$ cat src/verilog/scct_pkg.sv
// constants for the speech control configuration and countdown timer block
package scct_pkg;

  // ----------------------------------------------------------------
  // register indices (byte address is four times the index)
  // ----------------------------------------------------------------
  localparam logic [5:0] IDX_CFG1 = 6'h12;
  localparam logic [5:0] IDX_CFG2 = 6'h13;
  localparam logic [5:0] IDX_CFG3 = 6'h14;
  localparam logic [5:0] IDX_CFG4 = 6'h15;
  localparam logic [5:0] IDX_TIM_HI = 6'h3b;
  localparam logic [5:0] IDX_TIM_LO = 6'h3c;
  localparam logic [5:0] IDX_CTRL = 6'h3d;
  localparam logic [5:0] IDX_STATUS = 6'h3e;
  localparam logic [5:0] IDX_COUNT = 6'h3f;

  // ----------------------------------------------------------------
  // reset values
  // ----------------------------------------------------------------
  localparam logic [7:0] RST_CFG1 = 8'h69;
  localparam logic [7:0] RST_CFG2 = 8'h97;
  localparam logic [7:0] RST_CFG3 = 8'ha4;
  localparam logic [7:0] RST_CFG4 = 8'ha7;
  localparam logic [7:0] RST_TIM = 8'h00;

  // ----------------------------------------------------------------
  // field positions
  // ----------------------------------------------------------------
  localparam int CTRL_RUN_BIT = 0;
  localparam int CTRL_WP_RELEASE_BIT = 1;
  localparam int STAT_EXPIRED_BIT = 0;
  localparam int STAT_ACTIVE_BIT = 1;
  localparam int CFG3_COEFF_CONTROL_MIN_LEVEL_LSB = 3;
  localparam int CFG3_DOUBLE_TALK_HANGOVER_LSB = 1;
  localparam int CFG3_CRIT_BIT = 0;

  // ----------------------------------------------------------------
  // timing and scales
  // ----------------------------------------------------------------
  localparam int CLK_PERIOD_PS = 25000;
  localparam int TICK_PERIOD_PS = 1000000000;
  localparam int MS_CYCLES = TICK_PERIOD_PS / CLK_PERIOD_PS;
  localparam logic [8:0] HANGOVER_BASE_MS = 9'h020;
  localparam logic [6:0] DT_ITU_MIN_LOSS_DB = 7'h06;

endpackage

$ cat src/verilog/scct_timer_if.sv
// carrier between the register bank and the millisecond countdown
`timescale 1ns/1ps
`default_nettype none
interface scct_timer_if;
  logic [15:0] load_value;
  logic run;
  logic clr_expired;
  logic [15:0] count;
  logic expired;
  logic active;

  modport ctl (output load_value, output run, output clr_expired,
               input count, input expired, input active);
  modport tmr (input load_value, input run, input clr_expired,
               output count, output expired, output active);
endinterface
`default_nettype wire

$ cat src/verilog/scct_timer.sv
// millisecond countdown timer
`timescale 1ns/1ps
`default_nettype none
module scct_timer #(
  parameter int MS_CYCLES = scct_pkg::MS_CYCLES
) (
  // clock and reset
  input wire logic pclk,
  input wire logic presetn,
  // register side
  scct_timer_if.tmr tif
);

  logic run_prev_q;
  logic [31:0] div_q;
  logic [15:0] cnt_q;
  logic exp_q;
  wire start = tif.run & ~run_prev_q;
  wire counting = tif.run & ~start & (cnt_q != 16'h0000);
  wire tick = counting & (div_q == 32'(MS_CYCLES - 1));
  wire hit_zero = (start & (tif.load_value == 16'h0000)) | (tick & (cnt_q == 16'h0001));

  // ----------------------------------------------------------------
  // prescaler and count, restarted on each start
  // ----------------------------------------------------------------
  always_ff @(posedge pclk or negedge presetn) begin
    if (!presetn) begin
      run_prev_q <= 1'b0;
      div_q <= 32'h0;
      cnt_q <= 16'h0000;
    end else begin
      run_prev_q <= tif.run;
      if (start) begin
        div_q <= 32'h0;
        cnt_q <= tif.load_value;
      end else if (tick) begin
        div_q <= 32'h0;
        cnt_q <= cnt_q - 16'h0001;
      end else if (counting) begin
        div_q <= div_q + 32'h1;
      end
    end
  end

  // expiry is sticky; set wins over clear
  always_ff @(posedge pclk or negedge presetn) begin
    if (!presetn) begin
      exp_q <= 1'b0;
    end else begin
      exp_q <= hit_zero | (exp_q & ~tif.clr_expired);
    end
  end

  assign tif.count = cnt_q;
  assign tif.expired = exp_q;
  assign tif.active = tif.run & (cnt_q != 16'h0000);

  // ----------------------------------------------------------------
  // checks
  // ----------------------------------------------------------------
  logic [31:0] elapsed_q;
  logic [15:0] loaded_q;
  always_ff @(posedge pclk or negedge presetn) begin
    if (!presetn) begin
      elapsed_q <= 32'h0;
      loaded_q <= 16'h0000;
    end else if (start) begin
      elapsed_q <= 32'h0;
      loaded_q <= tif.load_value;
    end else if (tif.run) begin
      elapsed_q <= elapsed_q + 32'h1;
    end
  end
  wire [31:0] due_cycles = 32'(loaded_q) * 32'(MS_CYCLES);

  a_timer_load: assert property (@(posedge pclk) disable iff (!presetn)
    start |=> cnt_q == $past(tif.load_value))
    else $error("count not loaded from the two load bytes");
  a_ms_step: assert property (@(posedge pclk) disable iff (!presetn)
    (tif.run && !$past(start) && cnt_q != $past(cnt_q)) |-> cnt_q == $past(cnt_q) - 16'h0001)
    else $error("count moved by other than one");
  a_expiry_window: assert property (@(posedge pclk) disable iff (!presetn)
    ($rose(exp_q) && !$past(start)) |-> elapsed_q == due_cycles)
    else $error("expiry not at the programmed millisecond");
  a_stop_hold: assert property (@(posedge pclk) disable iff (!presetn)
    (!tif.run && !$past(tif.run)) |-> $stable(cnt_q))
    else $error("count moved while stopped");
  a_no_wrap: assert property (@(posedge pclk) disable iff (!presetn)
    (cnt_q == 16'h0000 && !start) |=> cnt_q == 16'h0000)
    else $error("count wrapped below zero");
  c_expiry: cover property (@(posedge pclk) disable iff (!presetn)
    tif.run && $rose(exp_q));
  c_stop_mid: cover property (@(posedge pclk) disable iff (!presetn)
    $fell(tif.run) && cnt_q != 16'h0000);

endmodule // scct_timer
`default_nettype wire

$ cat src/verilog/scct_regbank.sv
// speech control configuration registers and host countdown timer over APB
`timescale 1ns/1ps
`default_nettype none
module scct_regbank #(
  parameter int MS_CYCLES = scct_pkg::MS_CYCLES
) (
  // clock and reset
  input wire logic pclk,
  input wire logic presetn,
  // apb slave
  input wire logic psel,
  input wire logic penable,
  input wire logic pwrite,
  input wire logic [7:0] paddr,
  input wire logic [31:0] pwdata,
  input wire logic [3:0] pstrb,
  output logic [31:0] prdata,
  output logic pready,
  output logic pslverr,
  // measured levels from the datapath
  input wire logic [4:0] send_input_level,
  input wire logic [4:0] receive_input_level,
  input wire logic [6:0] transhybrid_loss_db,
  // configuration to the speech control unit
  output logic [3:0] noise_safety_margin,
  output logic [1:0] fast_meter_period,
  output logic [1:0] slow_meter_period,
  output logic [4:0] canceller_bypass_threshold,
  output logic [1:0] echo_safety_margin,
  output logic high_hybrid_detect_enable,
  output logic [4:0] coeff_control_min_level,
  output logic [1:0] double_talk_hangover,
  output logic double_talk_criterion,
  output logic [7:0] speech_ctrl_config_4,
  output logic [8:0] hangover_ms,
  output logic coeff_adapt_permit,
  output logic double_talk_allowed,
  // timer status
  output logic timer_expired
);

  // ----------------------------------------------------------------
  // registers
  // ----------------------------------------------------------------
  logic [7:0] cfg1_q;
  logic [7:0] cfg2_q;
  logic [7:0] cfg3_q;
  logic [7:0] cfg4_q;
  logic [7:0] tim_hi_q;
  logic [7:0] tim_lo_q;
  logic run_q;
  logic wp_release_q;
  logic [31:0] prdata_q;
  logic pslverr_q;

  scct_timer_if tif ();

  scct_timer #(
    .MS_CYCLES(MS_CYCLES)
  ) u_timer (
    .pclk(pclk),
    .presetn(presetn),
    .tif(tif)
  );

  // ----------------------------------------------------------------
  // address decode
  // ----------------------------------------------------------------
  wire [5:0] idx = paddr[7:2];
  wire setup = psel & ~penable;
  wire access = psel & penable;
  wire lane0 = pstrb[0];
  wire hit_cfg1 = (idx == scct_pkg::IDX_CFG1);
  wire hit_cfg2 = (idx == scct_pkg::IDX_CFG2);
  wire hit_cfg3 = (idx == scct_pkg::IDX_CFG3);
  wire hit_cfg4 = (idx == scct_pkg::IDX_CFG4);
  wire hit_cfg = hit_cfg1 | hit_cfg2 | hit_cfg3 | hit_cfg4;
  wire hit_hi = (idx == scct_pkg::IDX_TIM_HI);
  wire hit_lo = (idx == scct_pkg::IDX_TIM_LO);
  wire hit_ctrl = (idx == scct_pkg::IDX_CTRL);
  wire hit_stat = (idx == scct_pkg::IDX_STATUS);
  wire hit_cnt = (idx == scct_pkg::IDX_COUNT);
  wire mapped = hit_cfg | hit_hi | hit_lo | hit_ctrl | hit_stat | hit_cnt;
  wire aligned = (paddr[1:0] == 2'b00);
  // locked configuration writes are refused with an error
  wire locked_wr = pwrite & hit_cfg & ~wp_release_q;
  wire err = ~mapped | ~aligned | locked_wr;
  wire wr = access & pwrite & ~pslverr_q & lane0;
  wire cfg_wr = wr & wp_release_q;

  // ----------------------------------------------------------------
  // register writes
  // ----------------------------------------------------------------
  always_ff @(posedge pclk or negedge presetn) begin
    if (!presetn) begin
      cfg1_q <= scct_pkg::RST_CFG1;
      cfg2_q <= scct_pkg::RST_CFG2;
      cfg3_q <= scct_pkg::RST_CFG3;
      cfg4_q <= scct_pkg::RST_CFG4;
    end else begin
      if (cfg_wr && hit_cfg1) begin
        cfg1_q <= pwdata[7:0];
      end
      if (cfg_wr && hit_cfg2) begin
        cfg2_q <= pwdata[7:0];
      end
      if (cfg_wr && hit_cfg3) begin
        cfg3_q <= pwdata[7:0];
      end
      if (cfg_wr && hit_cfg4) begin
        cfg4_q <= pwdata[7:0];
      end
    end
  end

  always_ff @(posedge pclk or negedge presetn) begin
    if (!presetn) begin
      tim_hi_q <= scct_pkg::RST_TIM;
      tim_lo_q <= scct_pkg::RST_TIM;
      run_q <= 1'b0;
      wp_release_q <= 1'b0;
    end else begin
      if (wr && hit_hi) begin
        tim_hi_q <= pwdata[7:0];
      end
      if (wr && hit_lo) begin
        tim_lo_q <= pwdata[7:0];
      end
      if (wr && hit_ctrl) begin
        run_q <= pwdata[scct_pkg::CTRL_RUN_BIT];
        wp_release_q <= pwdata[scct_pkg::CTRL_WP_RELEASE_BIT];
      end
    end
  end

  // expiry flag is write-one-to-clear in the status word
  assign tif.clr_expired = wr & hit_stat & pwdata[scct_pkg::STAT_EXPIRED_BIT];
  assign tif.load_value = {tim_hi_q, tim_lo_q};
  assign tif.run = run_q;

  // ----------------------------------------------------------------
  // read data, captured in the setup phase
  // ----------------------------------------------------------------
  logic [31:0] rd_mux;
  always_comb begin
    rd_mux = 32'h0;
    unique case (1'b1)
      hit_cfg1: rd_mux = {24'h0, cfg1_q};
      hit_cfg2: rd_mux = {24'h0, cfg2_q};
      hit_cfg3: rd_mux = {24'h0, cfg3_q};
      hit_cfg4: rd_mux = {24'h0, cfg4_q};
      hit_hi: rd_mux = {24'h0, tim_hi_q};
      hit_lo: rd_mux = {24'h0, tim_lo_q};
      hit_ctrl: rd_mux = {30'h0, wp_release_q, run_q};
      hit_stat: rd_mux = {30'h0, tif.active, tif.expired};
      hit_cnt: rd_mux = {16'h0, tif.count};
      default: rd_mux = 32'h0;
    endcase
  end

  always_ff @(posedge pclk or negedge presetn) begin
    if (!presetn) begin
      prdata_q <= 32'h0;
      pslverr_q <= 1'b0;
    end else if (setup) begin
      prdata_q <= (pwrite || err) ? 32'h0 : rd_mux;
      pslverr_q <= err;
    end
  end

  assign prdata = prdata_q;
  assign pready = 1'b1;
  assign pslverr = access & pslverr_q;

  // ----------------------------------------------------------------
  // configuration fields and decoded controls
  // ----------------------------------------------------------------
  assign noise_safety_margin = cfg1_q[7:4];
  assign fast_meter_period = cfg1_q[3:2];
  assign slow_meter_period = cfg1_q[1:0];
  assign canceller_bypass_threshold = cfg2_q[7:3];
  assign echo_safety_margin = cfg2_q[2:1];
  assign high_hybrid_detect_enable = cfg2_q[0];
  assign coeff_control_min_level = cfg3_q[scct_pkg::CFG3_COEFF_CONTROL_MIN_LEVEL_LSB +: 5];
  assign double_talk_hangover = cfg3_q[scct_pkg::CFG3_DOUBLE_TALK_HANGOVER_LSB +: 2];
  assign double_talk_criterion = cfg3_q[scct_pkg::CFG3_CRIT_BIT];
  assign speech_ctrl_config_4 = cfg4_q;
  assign timer_expired = tif.expired;

  // level codes share one scale: code n is -69 dBm0 plus n times 1.5 dB
  function automatic logic level_ok(input logic [4:0] lvl, input logic [4:0] min_lvl);
    level_ok = (lvl >= min_lvl);
  endfunction

  wire no_floor = (coeff_control_min_level == 5'h00);
  assign coeff_adapt_permit = no_floor |
    (level_ok(send_input_level, coeff_control_min_level) &
     level_ok(receive_input_level, coeff_control_min_level));
  assign hangover_ms = scct_pkg::HANGOVER_BASE_MS << double_talk_hangover;
  assign double_talk_allowed = ~double_talk_criterion |
    (transhybrid_loss_db >= scct_pkg::DT_ITU_MIN_LOSS_DB);

  // ----------------------------------------------------------------
  // checks
  // ----------------------------------------------------------------
  a_cfg_locked: assert property (@(posedge pclk) disable iff (!presetn)
    (access && pwrite && hit_cfg3 && !wp_release_q) |=> $stable(cfg3_q))
    else $error("locked configuration register changed");
  a_cfg_unlocked: assert property (@(posedge pclk) disable iff (!presetn)
    (access && pwrite && hit_cfg2 && wp_release_q && lane0 && aligned)
      |=> cfg2_q == $past(pwdata[7:0]))
    else $error("unlocked configuration write lost");
  a_min_level: assert property (@(posedge pclk) disable iff (!presetn)
    (coeff_control_min_level != 5'h00 && send_input_level < coeff_control_min_level)
      |-> !coeff_adapt_permit)
    else $error("adaptation permitted below minimum level");
  a_no_floor: assert property (@(posedge pclk) disable iff (!presetn)
    (coeff_control_min_level == 5'h00) |-> coeff_adapt_permit)
    else $error("level floor active with code zero");
  a_hangover_map: assert property (@(posedge pclk) disable iff (!presetn)
    (double_talk_hangover == 2'b11) |-> hangover_ms == 9'h100)
    else $error("hangover code three not 256 ms");
  a_dt_open: assert property (@(posedge pclk) disable iff (!presetn)
    !double_talk_criterion |-> double_talk_allowed)
    else $error("double talk blocked without criterion");
  a_dt_itu: assert property (@(posedge pclk) disable iff (!presetn)
    (double_talk_criterion && transhybrid_loss_db == 7'h05) |-> !double_talk_allowed)
    else $error("double talk allowed below 6 dB");
  a_run_start: assert property (@(posedge pclk) disable iff (!presetn)
    (access && pwrite && hit_ctrl && lane0 && aligned && pwdata[0] && !run_q)
      |=> ##1 tif.count == {tim_hi_q, tim_lo_q})
    else $error("run bit did not start the countdown");
  c_locked_write: cover property (@(posedge pclk) disable iff (!presetn)
    access && locked_wr);
  c_unlock_write: cover property (@(posedge pclk) disable iff (!presetn)
    cfg_wr && hit_cfg3);
  c_itu_block: cover property (@(posedge pclk) disable iff (!presetn)
    double_talk_criterion && !double_talk_allowed);

endmodule // scct_regbank
`default_nettype wire

$ cat config.mk
export PLATFORM = sky130hd
export DESIGN_NAME = scct_regbank
export DESIGN_NICKNAME = d
export VERILOG_FILES = /design/src/verilog/scct_pkg.sv /design/src/verilog/scct_timer_if.sv /design/src/verilog/scct_timer.sv /design/src/verilog/scct_regbank.sv
export SDC_FILE = /design/constraint.sdc
export NUM_CORES = 1
export LEC_CHECK = 0
export ABC_AREA = 0
export BUFFER_PORTS_ARGS = -buffer_cell sky130_fd_sc_hd__buf_2
export CAP_MARGIN = 40
export CELL_PAD_IN_SITES_DETAIL_PLACEMENT = 1
export CELL_PAD_IN_SITES_GLOBAL_PLACEMENT = 2
export CORE_MARGIN = 4
export CORE_UTILIZATION = 37
export DETAILED_ROUTE_END_ITERATION = 10
export PLACE_DENSITY_LB_ADDON = 0.1
export SYNTH_ARGS = -nofsm -noshare
export SYNTH_HDL_FRONTEND = slang
export SYNTH_SLANG_ARGS = --single-unit
$ cat constraint.sdc
create_clock -name pclk -period 3.85 [get_ports pclk]
set_input_delay 0.5775 -clock pclk [delete_from_list [all_inputs] [get_ports pclk]]
set_output_delay 0.5775 -clock pclk [all_outputs]
set_load 0.02 [all_outputs]
==> flow_summary.json, run 1 <==
{
  "regArea_um2": 2949,
  "worstRegToRegCells": 6,
  "final_common_cell": "dfrtp_1",
  "drive_gt1_share_pct": 31.70,
  "cts_max_level": 4,
  "grt_pass1_wl_um": 30920,
  "io_pins": 144,
  "cp-start-kind": "flip-flop",
  "timing.final.ws_setup_ps": 983.2,
  "avgViaCountPerCell": 5.459,
  "ir_worst_vdd_mv": 0.3575,
  "die_w_um": 139.5,
  "drt_iter0_markers": 275,
  "synth_cell_types": 67,
  "num_vias": 5110,
  "grt_max_degree": 66,
  "startpoint": "u_timer.tif.count[2]$_DFFE_PN0P_",
  "status": "completed",
  "critPathKind": "flip-flop to flip-flop",
  "crit_path_max_fanout": 22,
  "cts_hold_buf": 0,
  "grt_pass1_vias": 5565,
  "p_leak_nw": 3.752,
  "synth_top_area_cell": "dfrtp_1",
  "synth_edf_count": 0,
  "yosysWarnings": 0,
  "final_area_um2": 7647,
  "rsz0062_at_grt": "no",
  "finalWirelength_um": 18880,
  "multiInputGateArea_um2": 3169,
  "area_growth_pct": 19.47,
  "post_cts_resize_count": 0,
  "ys_top_cells_by_area": "dfrtp_1 39%, mux2_2 8.4%, dfstp_2 7.0%, buf_4 3.2%, xor2_1 2.9%",
  "max_freq_mhz": 348.8,
  "yosysSeqAreaShare_pct": 46.07,
  "clockBufferDepth": 2,
  "numClockSinks": 117,
  "ys.flop_type": "dfrtp_1",
  "period_minus_slack_ps": 2867,
  "async_flop_share_pct": 100.0,
  "timing.hold.ws_ps": 167.0,
  "nets": 782,
  "diodes": 0,
  "final_cell_mix": "100 x dfrtp_1, 92 x buf_2, 48 x mux2_2, 43 x nand2_1, 42 x nor2_1",
  "r2r_end": "u_timer.div_q[8]$_DFFE_PN0P_",
  "hold_class": "primary input to asynchronous set/reset pin",
  "post-route-period-util_pct": 74.46,
  "cellPowerDensity_nw_per_um2": 388.2,
  "hold_viol_final": 0,
  "drv_slew": 0,
  "end_kind": "flip-flop",
  "grt_use_total_pct": 19.94,
  "r2r_start": "u_timer.tif.count[2]$_DFFE_PN0P_",
  "yosysTopAreaCellShare_pct": 39.09,
  "post-place-ws_ps": 944.0,
  "arrival_ps": 3200,
  "place_congestion": 0.7885,
  "wl_per_cell_um": 20.17,
  "synth_area_per_cell_um2": 10.63,
  "drtAntennaViolNets": 0,
  "synth.ff_latch_count": 117,
  "dpl_cell_area_um2": 7059,
  "tightest_slew_ps": 831.5,
  "cts_buffers": 17,
  "dr.pass1.iters": 5,
  "finClkSkew_ps": 6.121,
  "fillers": 1887,
  "clk_latency_ps": 410,
  "dieArea_um2": 19470,
  "port_buffers": 93,
  "setup_viol": 0,
  "worstPathRequired_ps": 4190,
  "antenna_found_initial": 0,
  "rows": 47,
  "drc_errors": 0,
  "crit_end": "u_timer.div_q[8]$_DFFE_PN0P_",
  "syn_area_um2": 6401,
  "clk_pin_slew_ps": 60,
  "grt_overflow": 0,
  "tns_ps": 0,
  "die_y_um": 139.5,
  "drv_cap": 0,
  "reg2reg_slack_ps": 980,
  "cts-root-buf": "clkbuf_16",
  "relSlewSlack_pct": 44.57,
  "synth_cells": 602,
  "dpl.hpwl_um": 13850,
  "cts_tree": "done",
  "core_region_area_um2": 16760,
  "start_util_pct": 38.19,
  "cts_setup_buffers": 0
}
report_power, final:
group | switching [mW] | internal (mW) | total (mW)
Sequential | 0.00757 | 1.24 | 1.24
Combinational | 0.119 | 0.0485 | 0.167
Clock | 0.574 | 0.984 | 1.56
Total | 0.700 | 2.27 | 2.97
state kept, by name, summed over array words and instances (netlist names):
name	count
tim_lo_q	8
run_q	1
cfg1_q	8
wp_release_q	1
pslverr_q	1
u_timer.tif.count	16
cfg2_q	8
u_timer.run_prev_q	1
u_timer.div_q	32
u_timer.tif.expired	1
speech_ctrl_config_4	8
cfg3_q	8
prdata	16
tim_hi_q	8
per-stage QoR:
stage | total power [mW] | std cells | utilization, %
after floorplan | 1.366 | 622 | -
after global placement | 1.424 | 903 | 41.96
after detailed placement | 1.433 | 904 | 42.12
after CTS | 3.001 | 936 | 45.63
after global routing | 3.088 | 936 | 45.63
final | 2.969 | 936 | 45.63
Yosys cell counts (5+ instances only):
cell type	number
ha_1	13
nand3_1	25
a21oi_1	13
and2_1	7
nor2b_1	6
xor2_1	21
or3_1	5
a22o_1	16
inv_1	16
xnor2_1	10
o211ai_1	6
buf_4	27
dfrtp_1	100
nand2b_1	7
nor3_1	14
dfstp_2	17
clkbuf_1	5
nand2_1	43
and3_1	10
a22oi_1	16
nor4_1	10
nand4_1	16
a21o_1	8
o21ai_0	13
buf_2	11
a222oi_1	8
mux2_2	48
nor2_1	42
cell type report:
cell class | instances | area share [%]
inverters | 16 | 0.7853
well taps | 220 | 3.599
multi-input cells | 444 | 41.44
repair buffers | 107 | 7.919
clock buffers | 20 | 5.972
clock inverters | 12 | 1.718
flip-flops and latches | 117 | 38.56
worst max-delay path: stages, from the launching register on:
cell,delay (ps)
dfrtp_1,490
nor4_4,460
nand4_2,370
o21a_1,460
a21o_1,530
buf_4,340
a21oi_1,130
per-layer routing:
layer / GRT usage [%] / part of all wire, % / up-vias
met4: 5.354 / 0.71 / 0
li1: - / - / 2394
met3: 4.322 / 3.8 / 11
met1: 25.09 / 44 / 2605
met2: 34.83 / 52 / 100
met5: 0 / 0 / -
cell families (layout without fill, tap and decap cells):
logic type | Yosys count | count (layout) | synth area share, %
fa+ha+maj | 13 | 13 | 2.541
flops | 117 | 117 | 46.07
xor+xnor | 31 | 31 | 4.242
mux | 49 | 49 | 8.601
other cells | 2 | 22 | 0.1173
buf+inv | 61 | 155 | 5.590
simple gates | 221 | 221 | 20.37
compound gates | 108 | 108 | 12.47
worst min-delay path by stage:
stage,endpoint,slack [ps]
after global routing,cfg2_q[6]$_DFFE_PN0P_,180
after global placement,prdata[0]$_DFFE_PN0P_,480
after CTS,cfg2_q[6]$_DFFE_PN0P_,160
final,cfg3_q[6]$_DFFE_PN0P_,170
after floorplan,cfg1_q[1]$_DFFE_PN0P_,280
after detailed placement,prdata[11]$_DFFE_PN0P_,490
Power figures use the tool's default switching activity.
==> run 2, diff against run 1 <==
Settings changed: CORE_UTILIZATION 37 to 31.
Clock period 3.85 ns to 2.6 ns, I/O delays scaled along.
==> run 2 against run 1 <==
Non-clock buffer count up 13. Routed wire length increased by 7.2%. Clock skew is 5.5 ps higher. Critical path type is now flip-flop to output port.
==> flow_summary.json, run 2 (synthesis results as in run 1) <==
{
  "cp-start-kind": "flip-flop",
  "clk_latency_ps": 420,
  "start_util_pct": 31.53,
  "clockBufferDepth": 2,
  "setup_viol": 0,
  "grt_pass1_vias": 5504,
  "multiInputGateArea_um2": 3192,
  "dieArea_um2": 23010,
  "cts-root-buf": "clkbuf_16",
  "hold_viol_final": 0,
  "critPathMaxStageDelay_ps": 410,
  "wl_per_cell_um": 20.29,
  "num_vias": 5221,
  "place_congestion": 0.7855,
  "cts_setup_buffers": 0,
  "grt_max_degree": 48,
  "area_growth_pct": 22.97,
  "grt_use_total_pct": 18.03,
  "timing.final.ws_setup_ps": 75.56,
  "largest_reg_flops": 32,
  "drtAntennaViolNets": 0,
  "grt_pass1_wl_um": 31460,
  "period_minus_slack_ps": 2524,
  "p_leak_nw": 3.852,
  "final_cell_mix": "99 x dfrtp_1, 91 x buf_2, 48 x mux2_2, 43 x nand2_1, 42 x nor2_1",
  "rsz0062_at_grt": "yes",
  "post-place-ws_ps": 262.6,
  "post-route-period-util_pct": 97.09,
  "finClkSkew_ps": 11.65,
  "cpMostUsedCell": "a21o_1",
  "max_freq_mhz": 396.1,
  "end_kind": "output port",
  "p_sw_mw": 1.046,
  "arrival_ps": 2130,
  "slowest_stage": "dfrtp_1",
  "relSlewSlack_pct": 59.74,
  "worstRegToRegCells": 7,
  "final_common_cell": "dfrtp_1",
  "nets": 795,
  "hold_class": "primary input to flip-flop",
  "worstPathRequired_ps": 2210,
  "drc_errors": 0,
  "tns_ps": 0,
  "whs_path_depth": 3,
  "grt_overflow": 0,
  "pwr-share-comb_pct": 5.7,
  "clk_pin_slew_ps": 50,
  "antenna_found_initial": 0,
  "crit_path_max_fanout": 3,
  "cts_buffers": 17,
  "numClockSinks": 117,
  "path_delay_family": "compound AO/OA/AOI/OAI gates",
  "status": "completed",
  "ir_worst_vdd_mv": 0.4120,
  "avgViaCountPerCell": 5.231,
  "port_buffers": 93,
  "drt_iter0_markers": 243,
  "critPathKind": "flip-flop to output port",
  "cts_tree": "done",
  "io_pins": 144,
  "die_w_um": 151.7,
  "path_cells": "ha_1 > nand2b_4 > a21o_1 > a21o_1 > a21o_1 > a21oi_2 > o22ai_1 > buf_4",
  "cellPowerDensity_nw_per_um2": 593.4,
  "tightest_slew_ps": 603.9,
  "fillers": 2325,
  "rows": 52,
  "dr.pass1.iters": 5,
  "p_int_mw": 3.624,
  "drv_slew": 0,
  "critPathBufInv": 1,
  "cts_max_level": 4,
  "power.share.clock_pct": 54.9,
  "drive_gt1_share_pct": 33.10,
  "core_region_area_um2": 20300,
  "die_y_um": 151.7,
  "dpl.hpwl_um": 14900,
  "timing.hold.ws_ps": 254.4,
  "regArea_um2": 2950,
  "finalWirelength_um": 20250,
  "diodes": 0,
  "drv_cap": 0,
  "p_seq_share_pct": 39.4,
  "switching_share_pct": 22.40,
  "largest_register": "u_timer.div_q",
  "path_depth": 8
}
[run 2: cell types whose count changed in the layout (fill, tap and decap cells not counted), sizes merged]
| cell | delta |
|---|---|
| buf | +12 |
| bufinv | +3 |
| clkinv | -3 |
| clkbuf | +1 |
| dlygate4sd3 | +1 |
| clkinvlp | -2 |
[run 2: worst paths after layout]
check / from / end / slack (ps)
setup reg to reg: u_timer.div_q[19]$_DFFE_PN0P_ / u_timer.tif.count[4]$_DFFE_PN0P_ / 280
max in group asynchronous: presetn / cfg1_q[3]$_DFFE_PN1P_ / 1360
min in group asynchronous: presetn / cfg1_q[1]$_DFFE_PN0P_ / 530
hold / removal: pwdata[7] / cfg3_q[7]$_DFFE_PN1P_ / 250
setup / recovery: cfg3_q[3]$_DFFE_PN0P_ / coeff_adapt_permit / 80
hold reg to reg: prdata[12]$_DFFE_PN0P_ / prdata[12]$_DFFE_PN0P_ / 500
[run 2: what timing repair did]
action,in CTS,in global routing
endpoints found under the setup margin,1,1
pin swaps,1,9
hold buffers,1,0
endpoints found under the hold margin,27,0
resized for setup,1,5
[run 2: final cells by class]
class                   instances  share of cell area, %
clock buffers                  21                  5.722
clock inverters                10                  2.289
inverters                      16                 0.7630
multi-input cells             444                  40.55
flip-flops and latches        117                  37.48
well taps                     270                  4.292
repair buffers                120                  8.902
[run 2: power by group through the flow]
stage	Combinational [mW]	Sequential [mW]	Clock, mW
2_1_floorplan	0.155	1.87	0
3_3_place_gp	0.257	1.87	0
3_5_place_dp	0.263	1.87	0
4_1_cts	0.266	1.84	2.62
5_1_grt	0.295	1.84	2.71
6_report	0.264	1.84	2.56
[run 2: worst reg2reg max path, delay by kind of cell, from the launching register on]
| kind | cells | cell delay, ps |
|---|---|---|
| AOI/OAI and AO/OA | 1 | 200 |
| and+or+nand+nor | 5 | 1420 |
| DFF | 1 | 420 |
| buffers and inverters | 1 | 180 |
[run 2: routing by layer]
metal	track usage [%]	wire (um)	part of all wire, %
met5	0	0	0
met4	6.289	348	1.7
met3	3.153	860	4.2
met2	31.84	10470	52
met1	22.15	8571	42
[run 2: stage by stage]
step | utilization, % | cells | power (mW) | instance area, um^2
3_3_place_gp | 35.49 | 966 | 2.129 | 7204
3_5_place_dp | 35.49 | 966 | 2.135 | 7204
5_1_grt | 38.78 | 998 | 4.849 | 7871
2_1_floorplan | - | 622 | 2.023 | 6476
4_1_cts | 38.66 | 998 | 4.729 | 7848
6_report | 38.78 | 998 | 4.671 | 7871
==> run 3, diff against run 2 <==
Settings changed: SETUP_SLACK_MARGIN from default to 0.4.
==> run 3 against run 2 <==
Worst hold slack improved by 1.9 ps. Global-route usage is 0.063 points higher. Sequential power about the same. Worst setup slack better by 65 ps. Sequential share of layout area is 0.56 points lower. First-iteration DRC count decreased by 9.5%. Clock skew about the same. Critical path type unchanged. Cell area increased by 1.6%.
==> flow_summary.json, run 3 (synthesis results as in run 1) <==
{
  "grt_pass1_vias": 5512,
  "clockBufferDepth": 2,
  "rsz0062_at_grt": "yes",
  "drive_gt1_share_pct": 35.83,
  "hold_class": "primary input to flip-flop",
  "port_buffers": 93,
  "largest_register": "u_timer.div_q",
  "drt_iter0_markers": 220,
  "max_freq_mhz": 406.5,
  "die_y_um": 151.7,
  "critPathBufInv": 1,
  "wl_per_cell_um": 20.30,
  "numClockSinks": 117,
  "diodes": 0,
  "critPathKind": "flip-flop to output port",
  "place_congestion": 0.7855,
  "slowest_stage": "dfrtp_2",
  "tns_ps": 0,
  "worstPathRequired_ps": 2210,
  "finalWirelength_um": 20380,
  "placedCellCount": 966,
  "start_util_pct": 31.53,
  "dpl.hpwl_um": 14900,
  "status": "completed",
  "hold_viol_final": 0,
  "timing.hold.ws_ps": 256.3,
  "cellPowerDensity_nw_per_um2": 584.5,
  "finClkSkew_ps": 11.80,
  "crit_path_max_fanout": 3,
  "drv_slew": 0,
  "cts-root-buf": "clkbuf_16",
  "area_growth_pct": 24.92,
  "fin_util_pct": 39.39,
  "p_leak_nw": 3.879,
  "path_delay_family": "compound AO/OA/AOI/OAI gates",
  "critPathMaxStageDelay_ps": 450,
  "clk_pin_slew_ps": 50,
  "final_cell_mix": "97 x dfrtp_1, 91 x buf_2, 48 x mux2_2, 42 x nor2_1, 42 x nand2_1",
  "cts_max_level": 4,
  "num_vias": 5281,
  "grt_pass1_wl_um": 31560,
  "drc_errors": 0,
  "grt_use_total_pct": 18.09,
  "cp-start-kind": "flip-flop",
  "dr.pass1.iters": 4,
  "io_pins": 144,
  "cts_buffers": 17,
  "post-place-ws_ps": 262.6,
  "final_common_cell": "dfrtp_1",
  "tightest_slew_ps": 604.3,
  "drv_cap": 0,
  "fin_cells": 1004,
  "avgViaCountPerCell": 5.260,
  "ir_worst_vdd_mv": 0.4124,
  "grt_overflow": 0,
  "nets": 801,
  "antenna_found_initial": 0,
  "relSlewSlack_pct": 59.71,
  "rows": 52,
  "cts_tree": "done",
  "cpMostUsedCell": "a21o_1",
  "post-route-period-util_pct": 94.61,
  "dieArea_um2": 23010,
  "arrival_ps": 2070,
  "timing.final.ws_setup_ps": 140.1,
  "die_w_um": 151.7,
  "setup_viol": 0,
  "clk_latency_ps": 420,
  "grt_max_degree": 48,
  "end_kind": "output port",
  "period_minus_slack_ps": 2460,
  "path_cells": "ha_4 > nand2b_4 > a21o_1 > a21o_1 > a21o_1 > a21oi_2 > o22ai_1 > buf_4",
  "core_region_area_um2": 20300,
  "drtAntennaViolNets": 0,
  "largest_reg_flops": 32
}
-- run 3: per-stage QoR --
step	power (mW)	cell area, um^2
final	4.674	7996
after global routing	4.851	7996
after CTS	4.731	7883
after detailed placement	2.135	7204
after global placement	2.129	7204
after floorplan	2.023	6476
-- run 3: final timing paths --
check / startpoint / to / slack [ps] / cells after the start
max: cfg3_q[3]$_DFFE_PN0P_ / coeff_adapt_permit / 140 / 8
min: pwdata[7] / cfg3_q[7]$_DFFE_PN1P_ / 260 / 3
max reg2reg: u_timer.tif.count[6]$_DFFE_PN0P_ / u_timer.div_q[6]$_DFFE_PN0P_ / 540 / 7
min reg2reg: prdata[12]$_DFFE_PN0P_ / prdata[12]$_DFFE_PN0P_ / 500 / 1
max in group asynchronous: presetn / cfg1_q[3]$_DFFE_PN1P_ / 1350 / 3
min in group asynchronous: presetn / cfg3_q[1]$_DFFE_PN0P_ / 530 / 2
-- run 3: repair_timing --
item	CTS	global route
hold buffers	1	0
pin swaps	11	9
endpoints found under the hold margin	27	0
buffers inserted	1	5
resized for setup	7	18
endpoints found under the setup margin	43	47
-- run 3: layout make-up --
type,count,area (um^2)
fillers,2320,12300
multi-input cells,444,3262
flip-flops and latches,117,2953
repair buffers,126,753.2
clock buffers,21,450.4
well taps,270,337.8
clock inverters,10,180.2
inverters,16,60.06
-- run 3: routing by layer --
metal	part of all wire, %	global-route usage, %
met3	4.3	3.153
met4	1.7	6.289
met1	42	22.21
met5	0	0
met2	51	32.00
-- run 3: report_power, final --
group	total [mW]	switching, mW	internal (mW)
sequential	1.84	0.0110	1.83
clock	2.57	0.853	1.71
combinational	0.266	0.185	0.0813
total	4.67	1.05	3.63
-- run 3: worst reg2reg max path, cell delays in order (launching register included) --
cell and delay, ps:
dfrtp_2 480, nor4_4 360, nand4_2 140, buf_4 200, o211a_2 350, and3_2 240, xnor2_1 130, nor2_1 50
